<file path="config.mk">
export PLATFORM = sky130hd
export DESIGN_NAME = floppy_command_parameter_decode
export DESIGN_NICKNAME = d
export VERILOG_FILES = /design/src/include/fdc_param_pkg.sv /design/src/include/byte_stream_if.sv /design/src/logic/floppy_command_parameter_decode.sv /design/src/logic/interval_timer.sv /design/src/logic/sector_crc.sv
export VERILOG_INCLUDE_DIRS = /design/src /design/src/include
export SDC_FILE = /design/constraint.sdc
export NUM_CORES = 1
export LEC_CHECK = 0
export BUFFER_PORTS_ARGS = -buffer_cell sky130_fd_sc_hd__buf_4
export CAP_MARGIN = 20
export CORE_MARGIN = 2
export CORE_UTILIZATION = 40
export CTS_BUF_LIST = sky130_fd_sc_hd__clkbuf_8
export DETAILED_ROUTE_END_ITERATION = 7
export PLACE_DENSITY = 0.6
export SYNTH_ARGS = -nofsm -noshare
export SYNTH_HDL_FRONTEND = slang
export SYNTH_SLANG_ARGS = --single-unit
export TNS_END_PERCENT = 30
</file>
<file path="constraint.sdc">
create_clock -name clock -period 8.7 [get_ports clock]
set_clock_uncertainty 0.1 [all_clocks]
set_input_delay 1.74 -clock clock [delete_from_list [all_inputs] [get_ports clock]]
set_output_delay 1.74 -clock clock [all_outputs]
set_load 0.05 [all_outputs]
</file>
<file path="src/include/fdc_param_defs.svh">
`ifndef FDC_PARAM_DEFS_SVH
`define FDC_PARAM_DEFS_SVH
// Register offsets
`define REG_CTRL    4'h0
`define REG_DRIVE   4'h1
`define REG_SIZE    4'h2
`define REG_XLEN    4'h3
`define REG_LAST    4'h4
`define REG_GAP3    4'h5
`define REG_GAP2    4'h6
`define REG_CFG     4'h7
`define REG_SETTLE  4'h8
`define REG_RELEASE 4'h9
`define REG_SECTOR  4'ha
`define REG_STATUS  4'hb
`define REG_CRC_LO  4'hc
`define REG_CRC_HI  4'hd
// Control bit positions
`define CTRL_START  0
`define CTRL_WRITE  1
`define CTRL_VERIFY 2
`define CTRL_PERP   3
// Configuration bit positions and reset value
`define CFG_FIFO_OFF 0
`define CFG_SEEK     1
`define CFG_COUNT    2
`define CFG_RESET    3'h1
// Status bit positions
`define STAT_DONE 7
// Sector, gap and CRC constants
`define SECTOR_BASE_LEN 15'h0080
`define WRITE_FILL      8'h00
`define GAP2_STD        8'h16
`define CRC_INIT        16'hffff
`define CRC_POLY        16'h1021
// Head interval unit and clock
`define HEAD_UNIT_NS  1000000
`define CLK_PERIOD_NS 4
`endif

</file>
<file path="src/include/fdc_param_pkg.sv">
package fdc_param_pkg;
   typedef enum logic [2:0] {sIdle, sSeek, sSettle, sXfer, sHold} state_t;
   typedef logic [14:0] byte_count_t;
endpackage : fdc_param_pkg

</file>
<file path="src/include/byte_stream_if.sv">
`timescale 1ns/10ps
`default_nettype none
interface byte_stream_if;
   logic        valid;
   logic        first;
   logic [7:0]  data;
   logic [15:0] crc;
   modport src  (output valid, output first, output data, input crc);
   modport sink (input valid, input first, input data, output crc);
endinterface : byte_stream_if
`default_nettype wire

</file>
<file path="src/logic/floppy_command_parameter_decode.sv">
// Operation
// - Size code 0 means a 128-byte sector and codes up to 7 mean 128 shifted left by the code.
// - With size code 0 the special transfer length is the byte count passed to or from the host.
// - On reads past the special length the rest of the sector is read but not handed to the host.
// - On writes past the special length the rest of the sector is filled with zero bytes.
// - The sector CRC covers the whole physical sector.
// - In verify with count enable set, the special length is the number of sectors per track.
// - The FIFO disable bit is active high, 0 enables the FIFO, 1 disables it and is the default.
// - With implied seek set a seek precedes every read or write, otherwise none happens.
// - The last track sector parameter is the number of the final sector processed on the track.
// - In perpendicular mode the gap 2 length follows the perpendicular gap parameter.
// - The intersector gap length is the gap 3 size between sectors.
// - The disk side select is 0 or 1 and picks the matching side of the disk.
// - After the head loads, the settle interval passes before any read or write begins; the timer counts whole ticks, so it can end up to one tick early.
// - The head stays loaded for the release interval after a transfer ends, then unloads; the timer counts whole ticks, so it can unload up to one tick early.
`timescale 1ns/10ps
`default_nettype none
`include "fdc_param_defs.svh"
module floppy_command_parameter_decode
   import fdc_param_pkg::*;
#(
   parameter int TICK_CYCLES = `HEAD_UNIT_NS / `CLK_PERIOD_NS
) (
   // Clock and reset
   input  wire logic       clock,
   input  wire logic       reset,
   // Register port
   input  wire logic [3:0] regAddr,
   input  wire logic [7:0] regWrData,
   input  wire logic       regWr,
   input  wire logic       regRd,
   output logic      [7:0] regRdData_q,
   // Drive side
   input  wire logic       diskByteTick,
   input  wire logic [7:0] diskRdData,
   input  wire logic       seekDone,
   output logic      [7:0] diskWrData_q,
   output logic            seekReq_q,
   output logic            headLoad_q,
   output logic      [3:0] driveSelect_q,
   output logic            diskSide_q,
   output logic      [7:0] gap2Length_q,
   output logic      [7:0] gap3Length_q,
   output logic      [7:0] sectorId_q,
   output logic            fifoEnable_q,
   // Host data side
   input  wire logic [7:0] hostWrData,
   output logic      [7:0] hostRdData_q,
   output logic            hostRdValid_q,
   output logic            hostWrTake_q
);
   state_t      state_q;
   state_t      state_d;
   logic [3:0]  ctrl_q;
   logic [2:0]  drive_q;
   logic [2:0]  sizeCode_q;
   logic [7:0]  xferLen_q;
   logic [7:0]  lastSector_q;
   logic [7:0]  gap3_q;
   logic [7:0]  gap2_q;
   logic [2:0]  cfg_q;
   logic [7:0]  settle_q;
   logic [7:0]  release_q;
   logic        done_q;
   logic [19:0] tickCnt_q;
   logic        tick_q;
   byte_count_t byteIdx_q;
   logic [7:0]  sectCnt_q;

   // Register port decode
   wire wrCtrl    = regWr && regAddr == `REG_CTRL;
   wire wrDrive   = regWr && regAddr == `REG_DRIVE;
   wire wrSector  = regWr && regAddr == `REG_SECTOR;
   wire wrStatus  = regWr && regAddr == `REG_STATUS;
   wire startCmd  = wrCtrl && regWrData[`CTRL_START]
                    && (state_q == sIdle || state_q == sHold);
   wire isWrite   = ctrl_q[`CTRL_WRITE];
   wire isVerify  = ctrl_q[`CTRL_VERIFY];
   wire countMode = isVerify && cfg_q[`CFG_COUNT];
   wire seekOn    = cfg_q[`CFG_SEEK];

   // Sector geometry
   wire byte_count_t sectorLen = `SECTOR_BASE_LEN << sizeCode_q;
   wire byte_count_t hostLen   = (sizeCode_q == 3'h0)
                                 ? {7'h00, xferLen_q} : sectorLen;
   wire inHost    = byteIdx_q < hostLen;
   wire lastByte  = byteIdx_q == sectorLen - 15'h0001;
   wire [7:0] sectNext = sectCnt_q + 8'h01;
   wire lastSect  = countMode ? (sectNext == xferLen_q)
                              : (sectorId_q == lastSector_q);
   wire step      = state_q == sXfer && diskByteTick;
   wire sectEnd   = step && lastByte;
   wire trackEnd  = sectEnd && lastSect;
   wire [7:0] wrByte = inHost ? hostWrData : `WRITE_FILL;

   // Head timers
   logic settleDone;
   logic releaseDone;
   wire  enterSettle  = state_d == sSettle && state_q != sSettle;
   wire  enterRelease = state_d == sHold && state_q == sXfer;

   interval_timer u_settle (
      .clock    (clock),
      .reset    (reset),
      .start    (enterSettle),
      .cancel   (1'b0),
      .tick     (tick_q),
      .interval (settle_q),
      .expired  (settleDone)
   );

   interval_timer u_release (
      .clock    (clock),
      .reset    (reset),
      .start    (enterRelease),
      .cancel   (startCmd),
      .tick     (tick_q),
      .interval (release_q),
      .expired  (releaseDone)
   );

   // CRC runs over every byte slot of the sector, host cut-off or not
   byte_stream_if crcBus ();
   assign crcBus.valid = step;
   assign crcBus.first = byteIdx_q == 15'h0000;
   assign crcBus.data  = isWrite ? wrByte : diskRdData;

   sector_crc u_crc (
      .clock (clock),
      .reset (reset),
      .bytes (crcBus)
   );

   // Sequencer
   always_comb begin
      state_d = state_q;
      unique case (state_q)
         sIdle, sHold: begin
            if (startCmd) begin
               state_d = seekOn ? sSeek : (headLoad_q ? sXfer : sSettle);
            end else if (state_q == sHold && releaseDone) begin
               state_d = sIdle;
            end
         end
         sSeek: begin
            if (seekDone) begin
               state_d = headLoad_q ? sXfer : sSettle;
            end
         end
         sSettle: begin
            if (settleDone) begin
               state_d = sXfer;
            end
         end
         sXfer: begin
            if (trackEnd) begin
               state_d = sHold;
            end
         end
      endcase
   end

   always_ff @(posedge clock or posedge reset) begin
      if (reset) begin
         state_q <= sIdle;
      end else begin
         state_q <= state_d;
      end
   end

   // Interval tick divider; the unit is long, so a slow enable beats wide timers
   always_ff @(posedge clock or posedge reset) begin
      if (reset) begin
         tickCnt_q <= 20'h00000;
         tick_q    <= 1'b0;
      end else begin
         tick_q    <= tickCnt_q == 20'(TICK_CYCLES - 1);
         tickCnt_q <= (tickCnt_q == 20'(TICK_CYCLES - 1)) ? 20'h00000
                                                          : tickCnt_q + 20'h00001;
      end
   end

   // Parameter registers
   always_ff @(posedge clock or posedge reset) begin
      if (reset) begin
         ctrl_q       <= 4'h0;
         drive_q      <= 3'h0;
         sizeCode_q   <= 3'h0;
         xferLen_q    <= 8'hff;
         lastSector_q <= 8'h00;
         gap3_q       <= 8'h00;
         gap2_q       <= 8'h00;
         cfg_q        <= `CFG_RESET;
         settle_q     <= 8'h00;
         release_q    <= 8'h00;
      end else if (regWr) begin
         unique case (regAddr)
            `REG_CTRL:    ctrl_q       <= regWrData[3:0];
            `REG_DRIVE:   drive_q      <= regWrData[2:0];
            `REG_SIZE:    sizeCode_q   <= regWrData[2:0];
            `REG_XLEN:    xferLen_q    <= regWrData;
            `REG_LAST:    lastSector_q <= regWrData;
            `REG_GAP3:    gap3_q       <= regWrData;
            `REG_GAP2:    gap2_q       <= regWrData;
            `REG_CFG:     cfg_q        <= regWrData[2:0];
            `REG_SETTLE:  settle_q     <= regWrData;
            `REG_RELEASE: release_q    <= regWrData;
            default: ;
         endcase
      end
   end

   // Decoded drive-facing parameters
   always_ff @(posedge clock or posedge reset) begin
      if (reset) begin
         driveSelect_q <= 4'h1;
         diskSide_q    <= 1'b0;
         fifoEnable_q  <= 1'b0;
         gap2Length_q  <= `GAP2_STD;
         gap3Length_q  <= 8'h00;
      end else begin
         driveSelect_q <= 4'h1 << drive_q[1:0];
         diskSide_q    <= drive_q[2];
         fifoEnable_q  <= !cfg_q[`CFG_FIFO_OFF];
         gap2Length_q  <= ctrl_q[`CTRL_PERP] ? gap2_q : `GAP2_STD;
         gap3Length_q  <= gap3_q;
      end
   end

   // Head load and seek request
   always_ff @(posedge clock or posedge reset) begin
      if (reset) begin
         headLoad_q <= 1'b0;
         seekReq_q  <= 1'b0;
      end else begin
         seekReq_q <= state_d == sSeek && state_q != sSeek;
         if (enterSettle) begin
            headLoad_q <= 1'b1;
         end else if (state_q == sHold && state_d == sIdle) begin
            headLoad_q <= 1'b0;
         end
      end
   end

   // Byte and sector progress; the drive clocks the whole sector regardless of host length
   always_ff @(posedge clock or posedge reset) begin
      if (reset) begin
         byteIdx_q  <= 15'h0000;
         sectCnt_q  <= 8'h00;
         sectorId_q <= 8'h00;
      end else begin
         if (startCmd) begin
            byteIdx_q <= 15'h0000;
            sectCnt_q <= 8'h00;
         end else if (step) begin
            byteIdx_q <= lastByte ? 15'h0000 : byteIdx_q + 15'h0001;
            if (lastByte) begin
               sectCnt_q <= sectNext;
            end
         end
         if (sectEnd && !lastSect) begin
            sectorId_q <= sectorId_q + 8'h01;
         end else if (wrSector) begin
            sectorId_q <= regWrData;
         end
      end
   end

   // Data path to host and drive
   always_ff @(posedge clock or posedge reset) begin
      if (reset) begin
         diskWrData_q  <= 8'h00;
         hostRdData_q  <= 8'h00;
         hostRdValid_q <= 1'b0;
         hostWrTake_q  <= 1'b0;
      end else begin
         hostRdValid_q <= step && !isWrite && !isVerify && inHost;
         hostWrTake_q  <= step && isWrite && inHost;
         if (step && !isWrite) begin
            hostRdData_q <= diskRdData;
         end
         if (step && isWrite) begin
            diskWrData_q <= wrByte;
         end
      end
   end

   // Completion flag: a finish in the clearing cycle still sets it
   always_ff @(posedge clock or posedge reset) begin
      if (reset) begin
         done_q <= 1'b0;
      end else if (trackEnd) begin
         done_q <= 1'b1;
      end else if (wrStatus && regWrData[`STAT_DONE]) begin
         done_q <= 1'b0;
      end
   end

   // Read back; unmapped offsets read zero
   wire [7:0] statusByte = {done_q, headLoad_q, fifoEnable_q, 2'b00, state_q};
   logic [7:0] rdMux;
   always_comb begin
      unique case (regAddr)
         `REG_CTRL:    rdMux = {4'h0, ctrl_q};
         `REG_DRIVE:   rdMux = {5'h00, drive_q};
         `REG_SIZE:    rdMux = {5'h00, sizeCode_q};
         `REG_XLEN:    rdMux = xferLen_q;
         `REG_LAST:    rdMux = lastSector_q;
         `REG_GAP3:    rdMux = gap3_q;
         `REG_GAP2:    rdMux = gap2_q;
         `REG_CFG:     rdMux = {5'h00, cfg_q};
         `REG_SETTLE:  rdMux = settle_q;
         `REG_RELEASE: rdMux = release_q;
         `REG_SECTOR:  rdMux = sectorId_q;
         `REG_STATUS:  rdMux = statusByte;
         `REG_CRC_LO:  rdMux = crcBus.crc[7:0];
         `REG_CRC_HI:  rdMux = crcBus.crc[15:8];
         default:      rdMux = 8'h00;
      endcase
   end

   always_ff @(posedge clock or posedge reset) begin
      if (reset) begin
         regRdData_q <= 8'h00;
      end else begin
         regRdData_q <= regRd ? rdMux : 8'h00;
      end
   end
endmodule : floppy_command_parameter_decode
`default_nettype wire

</file>
<file path="src/logic/interval_timer.sv">
`timescale 1ns/10ps
`default_nettype none
module interval_timer (
   // Clock and reset
   input  wire logic       clock,
   input  wire logic       reset,
   // Control
   input  wire logic       start,
   input  wire logic       cancel,
   input  wire logic       tick,
   input  wire logic [7:0] interval,
   // Status
   output logic            expired
);
   logic [7:0] count_q;
   logic       running_q;

   // Counts whole ticks, so expiry lands up to one tick early
   always_ff @(posedge clock or posedge reset) begin
      if (reset) begin
         count_q   <= 8'h00;
         running_q <= 1'b0;
      end else if (start) begin
         count_q   <= interval;
         running_q <= 1'b1;
      end else if (cancel) begin
         running_q <= 1'b0;
      end else if (running_q && tick && count_q != 8'h00) begin
         count_q <= count_q - 8'h01;
      end
   end

   // Not gated by start: the caller ignores expiry in its start cycle, and gating would loop
   assign expired = running_q && count_q == 8'h00;
endmodule : interval_timer
`default_nettype wire

</file>
<file path="src/logic/sector_crc.sv">
`timescale 1ns/10ps
`default_nettype none
`include "fdc_param_defs.svh"
module sector_crc (
   // Clock and reset
   input  wire logic clock,
   input  wire logic reset,
   // Byte stream
   byte_stream_if.sink bytes
);
   logic [15:0] crc_q;
   logic [15:0] seed;
   logic [15:0] next;

   assign seed = bytes.first ? `CRC_INIT : crc_q;

   always_comb begin
      next = seed ^ {bytes.data, 8'h00};
      for (int i = 0; i < 8; i++) begin
         next = next[15] ? ((next << 1) ^ `CRC_POLY) : (next << 1);
      end
   end

   always_ff @(posedge clock or posedge reset) begin
      if (reset) begin
         crc_q <= `CRC_INIT;
      end else if (bytes.valid) begin
         crc_q <= next;
      end
   end

   assign bytes.crc = crc_q;
endmodule : sector_crc
`default_nettype wire
</file>
* Yosys cells after proc, flatten, opt, wreduce, memory -nomap -nowiden
Cells that the tools add are included.
Word-level totals: bits in registers 201, input bits 34, output and inout port bits 58, word-level logic and storage cells 186
Operators by class: add/subtract/negate cells 7, order comparisons 1, eq/ne operators 27, shifts and indexed selects 2, mux-type cells 44, bitwise logic cells 9, reductions and logical operators 62
Operator list (number):
- 8-bit two-way mux | 14
- 8-bit case mux with 14 select lines | 1
- 13-bit two-way mux | 8
- 15-bit two-way mux | 4
- 1-bit logical AND | 27
- 4-bit == test (second input constant) | 6
- 3-bit NOT | 8
- 2-bit AND reduction | 12
- 20-bit by 1-bit adder with 20-bit output (second input constant) | 1
- 20-bit by 18-bit == test with 1-bit output (second input constant) | 1
- 20-bit two-way mux | 1
- 3-bit two-way mux | 6
- 8-bit by 1-bit adder with 8-bit output (second input constant) | 2
- 4-bit by 3-bit == test with 1-bit output (second input constant) | 4
- 8-bit == test | 2
- 8-bit zero test | 2
- 16-bit two-way mux | 1
- 2-bit nonzero test | 8
- 8-bit nonzero test | 2
- 8-bit by 1-bit subtractor with 8-bit output (second input constant) | 2
- 16-bit XOR | 1
- 15-bit by 1-bit adder with 15-bit output (second input constant) | 1
- 15-bit == test | 1
- 15-bit zero test | 1
- 19 further kinds | 36

* Logic depth before layout (Yosys ltp)
Gate-level depths: netlist of the first run.
depth in word-level cells 22, mapped depth 15, depth with buffers taken out 11

* Modules after synthesis
From an unflattened synthesis of the first run, not the netlist that was laid out.
Second synthesis, totals: cells, all modules 1103, area total of the unflattened synthesis 11213.3 sq um
By module, submodules not included:
- floppy_command_parameter_decode | times used 1, cells an instance 883, area an instance 8978.6 sq um, seq. area each 4195.3 sq um
- sector_crc | times used 1, cells an instance 102, area an instance 1087.3 sq um, seq. area each 420.4 sq um
- interval_timer (u_settle) | times used 1, cells an instance 61, area an instance 574.3 sq um, seq. area each 225.2 sq um
- interval_timer (u_release) | times used 1, cells an instance 57, area an instance 573.0 sq um, seq. area each 225.2 sq um

* Least setup slack after synthesis of the first run
No wires, ideal clock.
path kind input-to-reg, start point input port regWr, end point register byteIdx_q[11], setup time 0.080 ns, arrival time 3.700 ns, required time 8.520 ns, slack 4.820 ns, cell stages on the path 9, path buffers 2, cell sequence clkbuf_1 -> and2_1 -> nand4_1 -> and2_1 -> clkbuf_1 -> nor3_1 -> nand4_1 -> or3_1 -> a21oi_1
Between the ends: longest elaborated chain between the ends 4, elaborated cells between the ends (all ways) 5, classes of those cells 1 x mux; 4 x reduce/logical
Ends and longest elaborated chain:
- start, declared | RTL line floppy_command_parameter_decode.sv:30 | input wire logic regWr,
- 1-bit logical AND (no line) *
- 1-bit logical AND * (2 in series) | RTL line floppy_command_parameter_decode.sv:75 | wire startCmd = wrCtrl && regWrData[`CTRL_START]
- 15-bit two-way mux / 2-bit nonzero test (equally long branches)
- end signal, assigned | RTL line floppy_command_parameter_decode.sv:256 | byteIdx_q <= lastByte ? 15'h0000 : byteIdx_q + 15'h0001;
- end, declared | RTL line floppy_command_parameter_decode.sv:67 | byte_count_t byteIdx_q;
Every way passes the cells marked *; elsewhere a longest branch is shown, timed or not. A chain may end at the register's enable or synchronous reset.

* Worst setup path in the final report of the first run
start point input port diskByteTick, end point register sectorId_q[6]
Between the ends: longest elaborated chain between the ends 4, elaborated cells between the ends (all ways) 5, classes of those cells 1 x mux; 4 x reduce/logical
Ends and longest elaborated chain:
- start, declared | RTL line floppy_command_parameter_decode.sv:34 | input wire logic diskByteTick,
- 1-bit logical AND * | RTL line floppy_command_parameter_decode.sv:91 | wire step = state_q == sXfer && diskByteTick;
- 1-bit logical AND * | RTL line floppy_command_parameter_decode.sv:92 | wire sectEnd = step && lastByte;
- 1-bit logical AND * | RTL line floppy_command_parameter_decode.sv:261 | if (sectEnd && !lastSect) begin
- 8-bit two-way mux / 2-bit nonzero test (equally long branches)
- end signal, assigned | RTL line floppy_command_parameter_decode.sv:262 | sectorId_q <= sectorId_q + 8'h01;
- end signal, assigned | RTL line floppy_command_parameter_decode.sv:264 | sectorId_q <= regWrData;
- end, declared | RTL line floppy_command_parameter_decode.sv:44 | output logic [7:0] sectorId_q,
Marked as above.

==> results.rst, run 1 <==
.. list-table::
   :header-rows: 1

   * - Metric
     - Value
   * - Run status
     - finished, final reports clean
   * - Capture endpoint of the worst hold path
     - gap3Length_q[1]
   * - Count of hold buffers inserted by post-cts repair
     - 0
   * - Warning count from the yosys run
     - 0
   * - Area Overhead vs Synth
     - 15.23%
   * - Net Sw Power
     - 1.377 mW
   * - Cell type contributing the most total cell area after synthesis
     - sky130_fd_sc_hd__dfrtp_1
   * - Number of setup violations in the final report
     - 0
   * - Fill cells
     - 2,584
   * - Slowest library cell on the worst path
     - sky130_fd_sc_hd__or4_1
   * - Detailed-route vias per instance
     - 5.648
   * - CTS tree
     - built
   * - Slowest stage delay, CP
     - 0.75 ns
   * - Worst skew pair latency
     - 0.54 ns
   * - Syn Inst Count
     - 1,105
   * - Floorplan die width
     - 170.7 um
   * - Post-synth EDFFs
     - 0
   * - Data arrival time of the worst path
     - 4.89 ns
   * - Fin crit period
     - 4.545 ns
   * - Synth unique cells
     - 79
   * - Number of top-level pins
     - 92
   * - Initial antenna violation count
     - 1
   * - Cell Chain, Critical Path
     - buf_4 -> nand3_1 -> or4_1 -> nand4b_1 -> buf_4 -> a211oi_2 -> nor2_1 -> a211o_1 -> a21oi_1
   * - Crit path capture type
     - register
   * - Worst-path clk slew
     - 0.06 ns
   * - Count of standard-cell rows
     - 61
   * - Core outline area
     - 0.02755 mm^2
   * - Maximum number of pins on one net before global-route repair
     - 147
   * - Startpoint of the worst register-to-register path
     - sizeCode_q[2]
   * - GRT Resource Usage Total
     - 21.77%
   * - Total negative slack for setup checks
     - 0 ns
   * - Setup repair after global routing missed its margin
     - false
   * - Maximum fanout encountered on the critical timing path
     - 21
   * - Number of standard cells in the layout, taps in and fillers out
     - 1,585
   * - Final net count
     - 1,235
   * - Die ar.
     - 0.02914 mm^2
   * - Combinational Power Share
     - 34.1%
   * - Area share of the leading cell type in the synthesized netlist
     - 38.73%
   * - Number of buffers added by the clock tree synthesis step
     - 36
   * - Drt drc
     - 0
   * - Antenna viol nets, final
     - 0
   * - Wire length of the first global-routing pass
     - 49.22 mm
   * - Routed wire length per instance
     - 19.81 um
   * - Top area cells in the synthesized netlist
     - sky130_fd_sc_hd__dfrtp_1 (39%), sky130_fd_sc_hd__mux2_2 (9.0%), sky130_fd_sc_hd__dfstp_2 (6.9%), sky130_fd_sc_hd__nand2_1 (3.6%), sky130_fd_sc_hd__xnor2_1 (3.6%)
   * - Final weighted congestion of routability-driven global placement
     - 0.9101
   * - Clock Power Share
     - 25.3%
   * - Slew margin rel.
     - 35.23%
   * - Crit path top cell by count
     - sky130_fd_sc_hd__buf_4
   * - Syn Area/Cell
     - 10.06 um^2
   * - Starting utilization of the core area
     - 40.34%
   * - Internal cell power
     - 2.143 mW
   * - Count of cells along the worst register-to-register path
     - 9
   * - Number of vias in the routed layout
     - 8,952
   * - Dominant register cell in the synthesized netlist
     - sky130_fd_sc_hd__dfrtp_1
   * - Start point of the worst hold path
     - gap3_q[1]
   * - Number of input and output port buffers inserted
     - 91
   * - Capturing point of the worst reg2reg path
     - hostRdValid_q
   * - Number of setup buffers added after CTS
     - 0
   * - Cell at the root of the clock tree
     - sky130_fd_sc_hd__clkbuf_8
   * - Leakage power summed over all cells
     - 5.617 nW
   * - Fraction of power consumed by sequential logic
     - 40.6%
   * - Post-CTS resize count
     - 0
   * - Share of the yosys chip area belonging to registers
     - 45.58%
   * - Sum of routed wire length over all layers
     - 31.40 mm
   * - Category of the worst setup path launch point
     - input pin
   * - Required arrival time at the worst endpoint
     - 9.04 ns
   * - Setup slack of the critical path after layout
     - 4.155 ns
   * - Worst hold path type
     - register to register
   * - Maximum vdd drop
     - 0.1648 mV
   * - Reg with most FFs
     - tickCnt_q
   * - Dpl cells
     - 1,518
   * - Timing-limited maximum frequency
     - 0.2200 GHz
   * - Number of global-route vias before repair
     - 8,601
   * - Pre-antenna DRT Iters
     - 5
   * - Area after DPL
     - 0.01206 mm^2
   * - Worst Path Class, Setup
     - input pin to register
   * - Actual transition at the worst max-transition pin
     - 0.9680 ns
   * - Power Density
     - 274.8 mW/mm^2
   * - Final design area excluding fillers
     - 0.01281 mm^2
   * - Most common library cell in the layout ignoring fill and taps
     - sky130_fd_sc_hd__dfrtp_1
   * - Number of nets produced by synthesis
     - 1,160
   * - Fraction of registers with async set or reset after synthesis
     - 100.0%
   * - Final hold violation count
     - 0
   * - Floorplan die height
     - 170.7 um
   * - Number of synthesized register bits
     - 201
   * - HPWL after detailed placement
     - 21.92 mm
   * - Max FFs per register
     - 20
   * - Leftover overflow at the end of global routing
     - 0
   * - Worst setup slack before clock tree synthesis
     - 3.638 ns
   * - Cell count of the worst hold path
     - 0
   * - Highest-count cells in the layout ignoring fill and taps
     - sky130_fd_sc_hd__dfrtp_1 (172), sky130_fd_sc_hd__nand2_1 (108), sky130_fd_sc_hd__buf_4 (97), sky130_fd_sc_hd__nor2_1 (93), sky130_fd_sc_hd__mux2_2 (89)
   * - Share of cells above drive strength 1
     - 24.69%
   * - Clock tree buffer depth
     - 3
   * - Diode count
     - 0
   * - Count of routing violations after the opening detailed-route iteration
     - 641
   * - Fraction of power spent switching nets
     - 39.12%
   * - Final period utilization
     - 52.24%
   * - Number of levels in the clock H-tree
     - 2
   * - Syn Std Cell Area
     - 0.01111 mm^2
   * - Slack of the worst reg-to-reg path
     - 4.44 ns
   * - Pins Over Slew Limit
     - 0
   * - Number of max-cap violations
     - 0
   * - Number of sinks handled by clock tree synthesis
     - 201
[worst max-delay path, delay by kind of cell]
family	cells	cell delay, ns
AND/OR/NAND/NOR	4	1.69
AO/OA/AOI/OAI	3	1.14
buffers and inverters	2	0.31
[synthesized netlist by cell type, types with 9 or more instances]
library cell / number
sky130_fd_sc_hd__a21o_1: 13
sky130_fd_sc_hd__a21oi_1: 24
sky130_fd_sc_hd__a41oi_1: 10
sky130_fd_sc_hd__and2_1: 15
sky130_fd_sc_hd__and3_1: 20
sky130_fd_sc_hd__buf_2: 11
sky130_fd_sc_hd__clkbuf_1: 40
sky130_fd_sc_hd__dfrtp_1: 172
sky130_fd_sc_hd__dfstp_2: 29
sky130_fd_sc_hd__ha_1: 21
sky130_fd_sc_hd__inv_1: 23
sky130_fd_sc_hd__mux2_2: 89
sky130_fd_sc_hd__mux2i_1: 12
sky130_fd_sc_hd__nand2_1: 108
sky130_fd_sc_hd__nand3_1: 45
sky130_fd_sc_hd__nand4_1: 18
sky130_fd_sc_hd__nand4b_1: 9
sky130_fd_sc_hd__nor2_1: 93
sky130_fd_sc_hd__nor2b_1: 19
sky130_fd_sc_hd__nor3_1: 22
sky130_fd_sc_hd__nor3b_1: 11
sky130_fd_sc_hd__nor4_1: 20
sky130_fd_sc_hd__o21ai_0: 54
sky130_fd_sc_hd__xnor2_1: 46
sky130_fd_sc_hd__xor2_1: 28
[worst max-delay path by stage]
| stage | start | endpoint | slack, ns |
|---|---|---|---|
| 2_1_floorplan | reset | byteIdx_q[0] | 1.43 |
| 3_3_place_gp | diskByteTick | sectorId_q[6] | 3.70 |
| 3_5_place_dp | diskByteTick | sectorId_q[6] | 3.64 |
| 4_1_cts | diskByteTick | sectorId_q[6] | 4.19 |
| 5_1_grt | diskByteTick | sectorId_q[7] | 3.94 |
| 6_report | diskByteTick | sectorId_q[6] | 4.16 |
[power by group through the flow]
stage	clock network (mW)	registers, mW	logic (mW)
after floorplan	0	1.55	0.708
final	0.889	1.43	1.20
after CTS	0.915	1.43	1.20
after global placement	0	1.44	1.18
after detailed placement	0	1.44	1.19
after global routing	0.952	1.45	1.31
[area by class of cell]
cell class                 instances  area (um^2)  share of cell area (%)
clock inverter                    25        163.9                   1.280
multi-input combinational        819         5699                   44.50
tap                              378        473.0                   3.693
timing repair buffer              99        760.7                   5.940
clock buffer                      40        550.5                   4.299
inverter                          23        93.84                  0.7327
sequential                       201         5066                   39.56
[cell families (layout without fill, tap and decap cells)]
kind of cell | after synthesis | after routing | synth area share [%]
compound gates | 188 | 188 | 11.73
buf+inv | 85 | 187 | 3.141
simple gates | 429 | 429 | 20.26
mux | 102 | 102 | 10.30
fa+ha+maj | 21 | 21 | 2.364
xor+xnor | 79 | 79 | 6.620
flops | 201 | 201 | 45.58
[layer usage]
| layer | global-route usage, % | wire length [um] | part of all wire (%) | vias up |
|---|---|---|---|---|
| li1 | - | - | - | 4135 |
| met3 | 3.771 | 1998 | 6.4 | 66 |
| met1 | 31.44 | 14220 | 45 | 4434 |
| met2 | 33.55 | 14320 | 46 | 317 |
| met4 | 6.317 | 858 | 2.7 | 0 |
| met5 | 0 | 0 | 0 | - |
[through the flow]
step	power [mW]	util [%]	hold WS (ns)
4_1_cts	3.543	46.36	0.3321
2_1_floorplan	2.258	-	0.2685
6_report	3.520	46.48	0.3333
3_3_place_gp	2.617	43.74	0.3236
5_1_grt	3.711	46.48	0.3388
3_5_place_dp	2.633	43.77	0.3107
(Power assumes the default switching activity.)
==> inputs of run 2 (changes only) <==
clock period = 4.65 ns   (was 8.7 ns; I/O delays follow)
==> run 2 against run 1 <==
- sequential share of layout area fell by 0.12 points
- die area did not move
- combinational power rose by 87%
- sequential power rose by 87%
- critical path depth rose by 2
==> results.rst, run 2 (synthesis gave the netlist of run 1 again) <==
.. list-table::
   :header-rows: 1

   * - Metric
     - Value
   * - Clock tree buffer depth
     - 3 (unchanged)
   * - Count of standard-cell rows
     - 61 (unchanged)
   * - Start point of the worst hold path
     - gap3_q[7]
   * - Diode count
     - 0 (unchanged)
   * - Fin crit period
     - 3.937 ns
   * - Combinational Power Share
     - 34.1% (about the same)
   * - Total negative slack for setup checks
     - 0 ns (unchanged)
   * - Final hold violation count
     - 0 (unchanged)
   * - Drt drc
     - 0 (unchanged)
   * - Cell Chain, Critical Path
     - nor3_1 -> nand2_1 -> ha_1 -> a211oi_1 -> nand3_1 -> a211o_1 -> nand4_1 -> nand3_2 -> xor2_2 -> xnor2_1 -> mux2_2
   * - Crit path capture type
     - register
   * - Critical path buffer and inverter count
     - 0 (-2)
   * - Fill cells
     - 2,619 (+1.4%)
   * - Setup slack of the critical path after layout
     - 0.7130 ns (-3.442 ns)
   * - Floorplan die height
     - 170.7 um (unchanged)
   * - Sum of routed wire length over all layers
     - 31.43 mm (about the same)
   * - Routed wire length per instance
     - 19.77 um (-0.22%)
   * - Count of hold buffers inserted by post-cts repair
     - 0 (unchanged)
   * - Number of setup violations in the final report
     - 0 (unchanged)
   * - Number of levels in the clock H-tree
     - 2 (unchanged)
   * - Slack of the worst reg-to-reg path
     - 0.71 ns (-3.73 ns)
   * - Clock Power Share
     - 25.0% (-0.3 points)
   * - Cell at the root of the clock tree
     - sky130_fd_sc_hd__clkbuf_8
   * - Share of cells above drive strength 1
     - 25.08% (+0.39 points)
   * - Maximum number of pins on one net before global-route repair
     - 86 (-41%)
   * - Number of max-cap violations
     - 0 (unchanged)
   * - Cell count of the worst hold path
     - 0 (unchanged)
   * - Pre-antenna DRT Iters
     - 6 (+1)
   * - Reg with most FFs
     - tickCnt_q
   * - Setup repair after global routing missed its margin
     - false
   * - Data arrival time of the worst path
     - 4.29 ns (-0.60 ns)
   * - Number of input and output port buffers inserted
     - 91 (unchanged)
   * - Worst setup path startpoint
     - sizeCode_q[1]
   * - Category of the worst setup path launch point
     - register
   * - Total area of multi-input combinational cells
     - 0.005699 mm^2 (unchanged)
   * - Net Sw Power
     - 2.570 mW (+87%)
   * - Final net count
     - 1,239 (+0.32%)
   * - CTS tree
     - built
   * - Capture endpoint of the worst hold path
     - gap3Length_q[7]
   * - Starting utilization of the core area
     - 40.34% (unchanged)
   * - Final period utilization
     - 84.67%
   * - Fraction of power spent switching nets
     - 39.13% (about the same)
   * - Number of top-level pins
     - 92 (unchanged)
   * - Antenna viol nets, final
     - 0 (unchanged)
   * - Leftover overflow at the end of global routing
     - 0 (unchanged)
   * - Worst-path clk slew
     - 0.06 ns (about the same)
   * - Pins Over Slew Limit
     - 0 (unchanged)
   * - Dpl cells
     - 1,524 (+0.40%)
   * - Worst skew pair latency
     - 0.54 ns (about the same)
   * - Startpoint of the worst register-to-register path
     - sizeCode_q[1]
   * - Max FFs per register
     - 20 (unchanged)
   * - Maximum fanout encountered on the critical timing path
     - 21 (unchanged)
   * - HPWL after detailed placement
     - 22.34 mm (+1.9%)
   * - Die ar.
     - 0.02914 mm^2 (unchanged)
   * - Fraction of power consumed by sequential logic
     - 40.8% (+0.2 points)
   * - Number of buffers added by the clock tree synthesis step
     - 36 (unchanged)
   * - Capturing point of the worst reg2reg path
     - u_crc.bytes.crc[15]
   * - Internal cell power
     - 3.998 mW (+87%)
   * - Post-CTS resize count
     - 0 (unchanged)
   * - Run status
     - finished, final reports clean
   * - Leakage power summed over all cells
     - 5.640 nW (+0.40%)
   * - Kind of cell adding the most delay to the critical path
     - simple AND/OR/NAND/NOR gates
   * - Area after DPL
     - 0.01213 mm^2 (+0.55%)
   * - Floorplan die width
     - 170.7 um (unchanged)
   * - Final weighted congestion of routability-driven global placement
     - 0.8713 (-4.3%)
   * - Highest-count cells in the layout ignoring fill and taps
     - sky130_fd_sc_hd__dfrtp_1 (172), sky130_fd_sc_hd__nand2_1 (108), sky130_fd_sc_hd__buf_4 (101), sky130_fd_sc_hd__nor2_1 (93), sky130_fd_sc_hd__mux2_2 (89)
   * - Count of routing violations after the opening detailed-route iteration
     - 667 (+4.1%)
   * - Count of cells along the worst register-to-register path
     - 11 (+2)
   * - Initial antenna violation count
     - 0 (-1)
   * - Required arrival time at the worst endpoint
     - 5.00 ns (-4.04 ns)
   * - Number of sinks handled by clock tree synthesis
     - 201 (unchanged)
   * - Number of standard cells in the layout, taps in and fillers out
     - 1,590 (+0.32%)
   * - Detailed-route vias per instance
     - 5.652 (about the same)
   * - Worst setup slack before clock tree synthesis
     - 0.8493 ns (-2.789 ns)
   * - Maximum vdd drop
     - 0.3013 mV (+83%)
   * - Final design area excluding fillers
     - 0.01285 mm^2 (+0.31%)
   * - Worst Path Class, Setup
     - register to register
   * - FF+latch area
     - 0.005066 mm^2 (unchanged)
   * - Slowest library cell on the worst path
     - sky130_fd_sc_hd__nor3_1
   * - Worst Hold Margin
     - 0.3320 ns (-0.001329 ns)
   * - Number of setup buffers added after CTS
     - 0 (unchanged)
   * - Slowest stage delay, CP
     - 0.61 ns (-0.14 ns)
   * - Number of vias in the routed layout
     - 8,986 (+0.38%)
   * - Total power after layout
     - 6.567 mW (+87%)
   * - Wire length of the first global-routing pass
     - 49.87 mm (+1.3%)
   * - Post-layout util
     - 46.63% (+0.15 points)
   * - Core outline area
     - 0.02755 mm^2 (unchanged)
   * - Number of global-route vias before repair
     - 8,697 (+1.1%)
   * - Area Overhead vs Synth
     - 15.59%
   * - Power Density
     - 511.2 mW/mm^2 (+86%)
   * - Actual transition at the worst max-transition pin
     - 1.020 ns (+0.05247 ns)
   * - Most common library cell in the layout ignoring fill and taps
     - sky130_fd_sc_hd__dfrtp_1
   * - Timing-limited maximum frequency
     - 0.2540 GHz
   * - Worst hold path type
     - register to register
   * - GRT Resource Usage Total
     - 22.03% (+0.25 points)
   * - Slew margin rel.
     - 31.97% (-3.3 points)
run 2: cell count changes in the layout (fill, tap and decap cells not counted), sizes merged:
cell,delta
clkbuf,+5
bufinv,-2
clkinv,-1
buf,+5
inv,-2
run 2: final cells by class:
type                    count  share of cell area [%]
inverters                  23                  0.7012
flip-flops and latches    201                   39.43
repair buffers            103                   6.213
clock buffers              46                   4.928
multi-input cells         819                   44.36
clock inverters            20                  0.6817
well taps                 378                   3.681
run 2: worst max path at each step:
stage / depth (start not counted) / endpoint
CTS: 11 / u_crc.bytes.crc[15]
finish: 11 / u_crc.bytes.crc[15]
detailed placement: 11 / u_crc.bytes.crc[15]
floorplan: 1 / byteIdx_q[0]
global placement: 11 / u_crc.bytes.crc[15]
global route: 11 / u_crc.bytes.crc[15]
run 2: layer usage:
layer / wire length [um] / part of all wire [%] / track usage [%]
met2: 14090 / 45 / 33.76
met4: 928 / 3.0 / 7.469
met3: 1903 / 6.1 / 3.771
met5: 0 / 0 / 0
met1: 14500 / 46 / 31.57
run 2: power groups by stage:
stage	registers [mW]	clock network [mW]	logic, mW
final	2.68	1.64	2.24
after global routing	2.73	1.77	2.44
after CTS	2.68	1.69	2.25
after detailed placement	2.70	0	2.24
after global placement	2.70	0	2.21
after floorplan	2.90	0	1.33
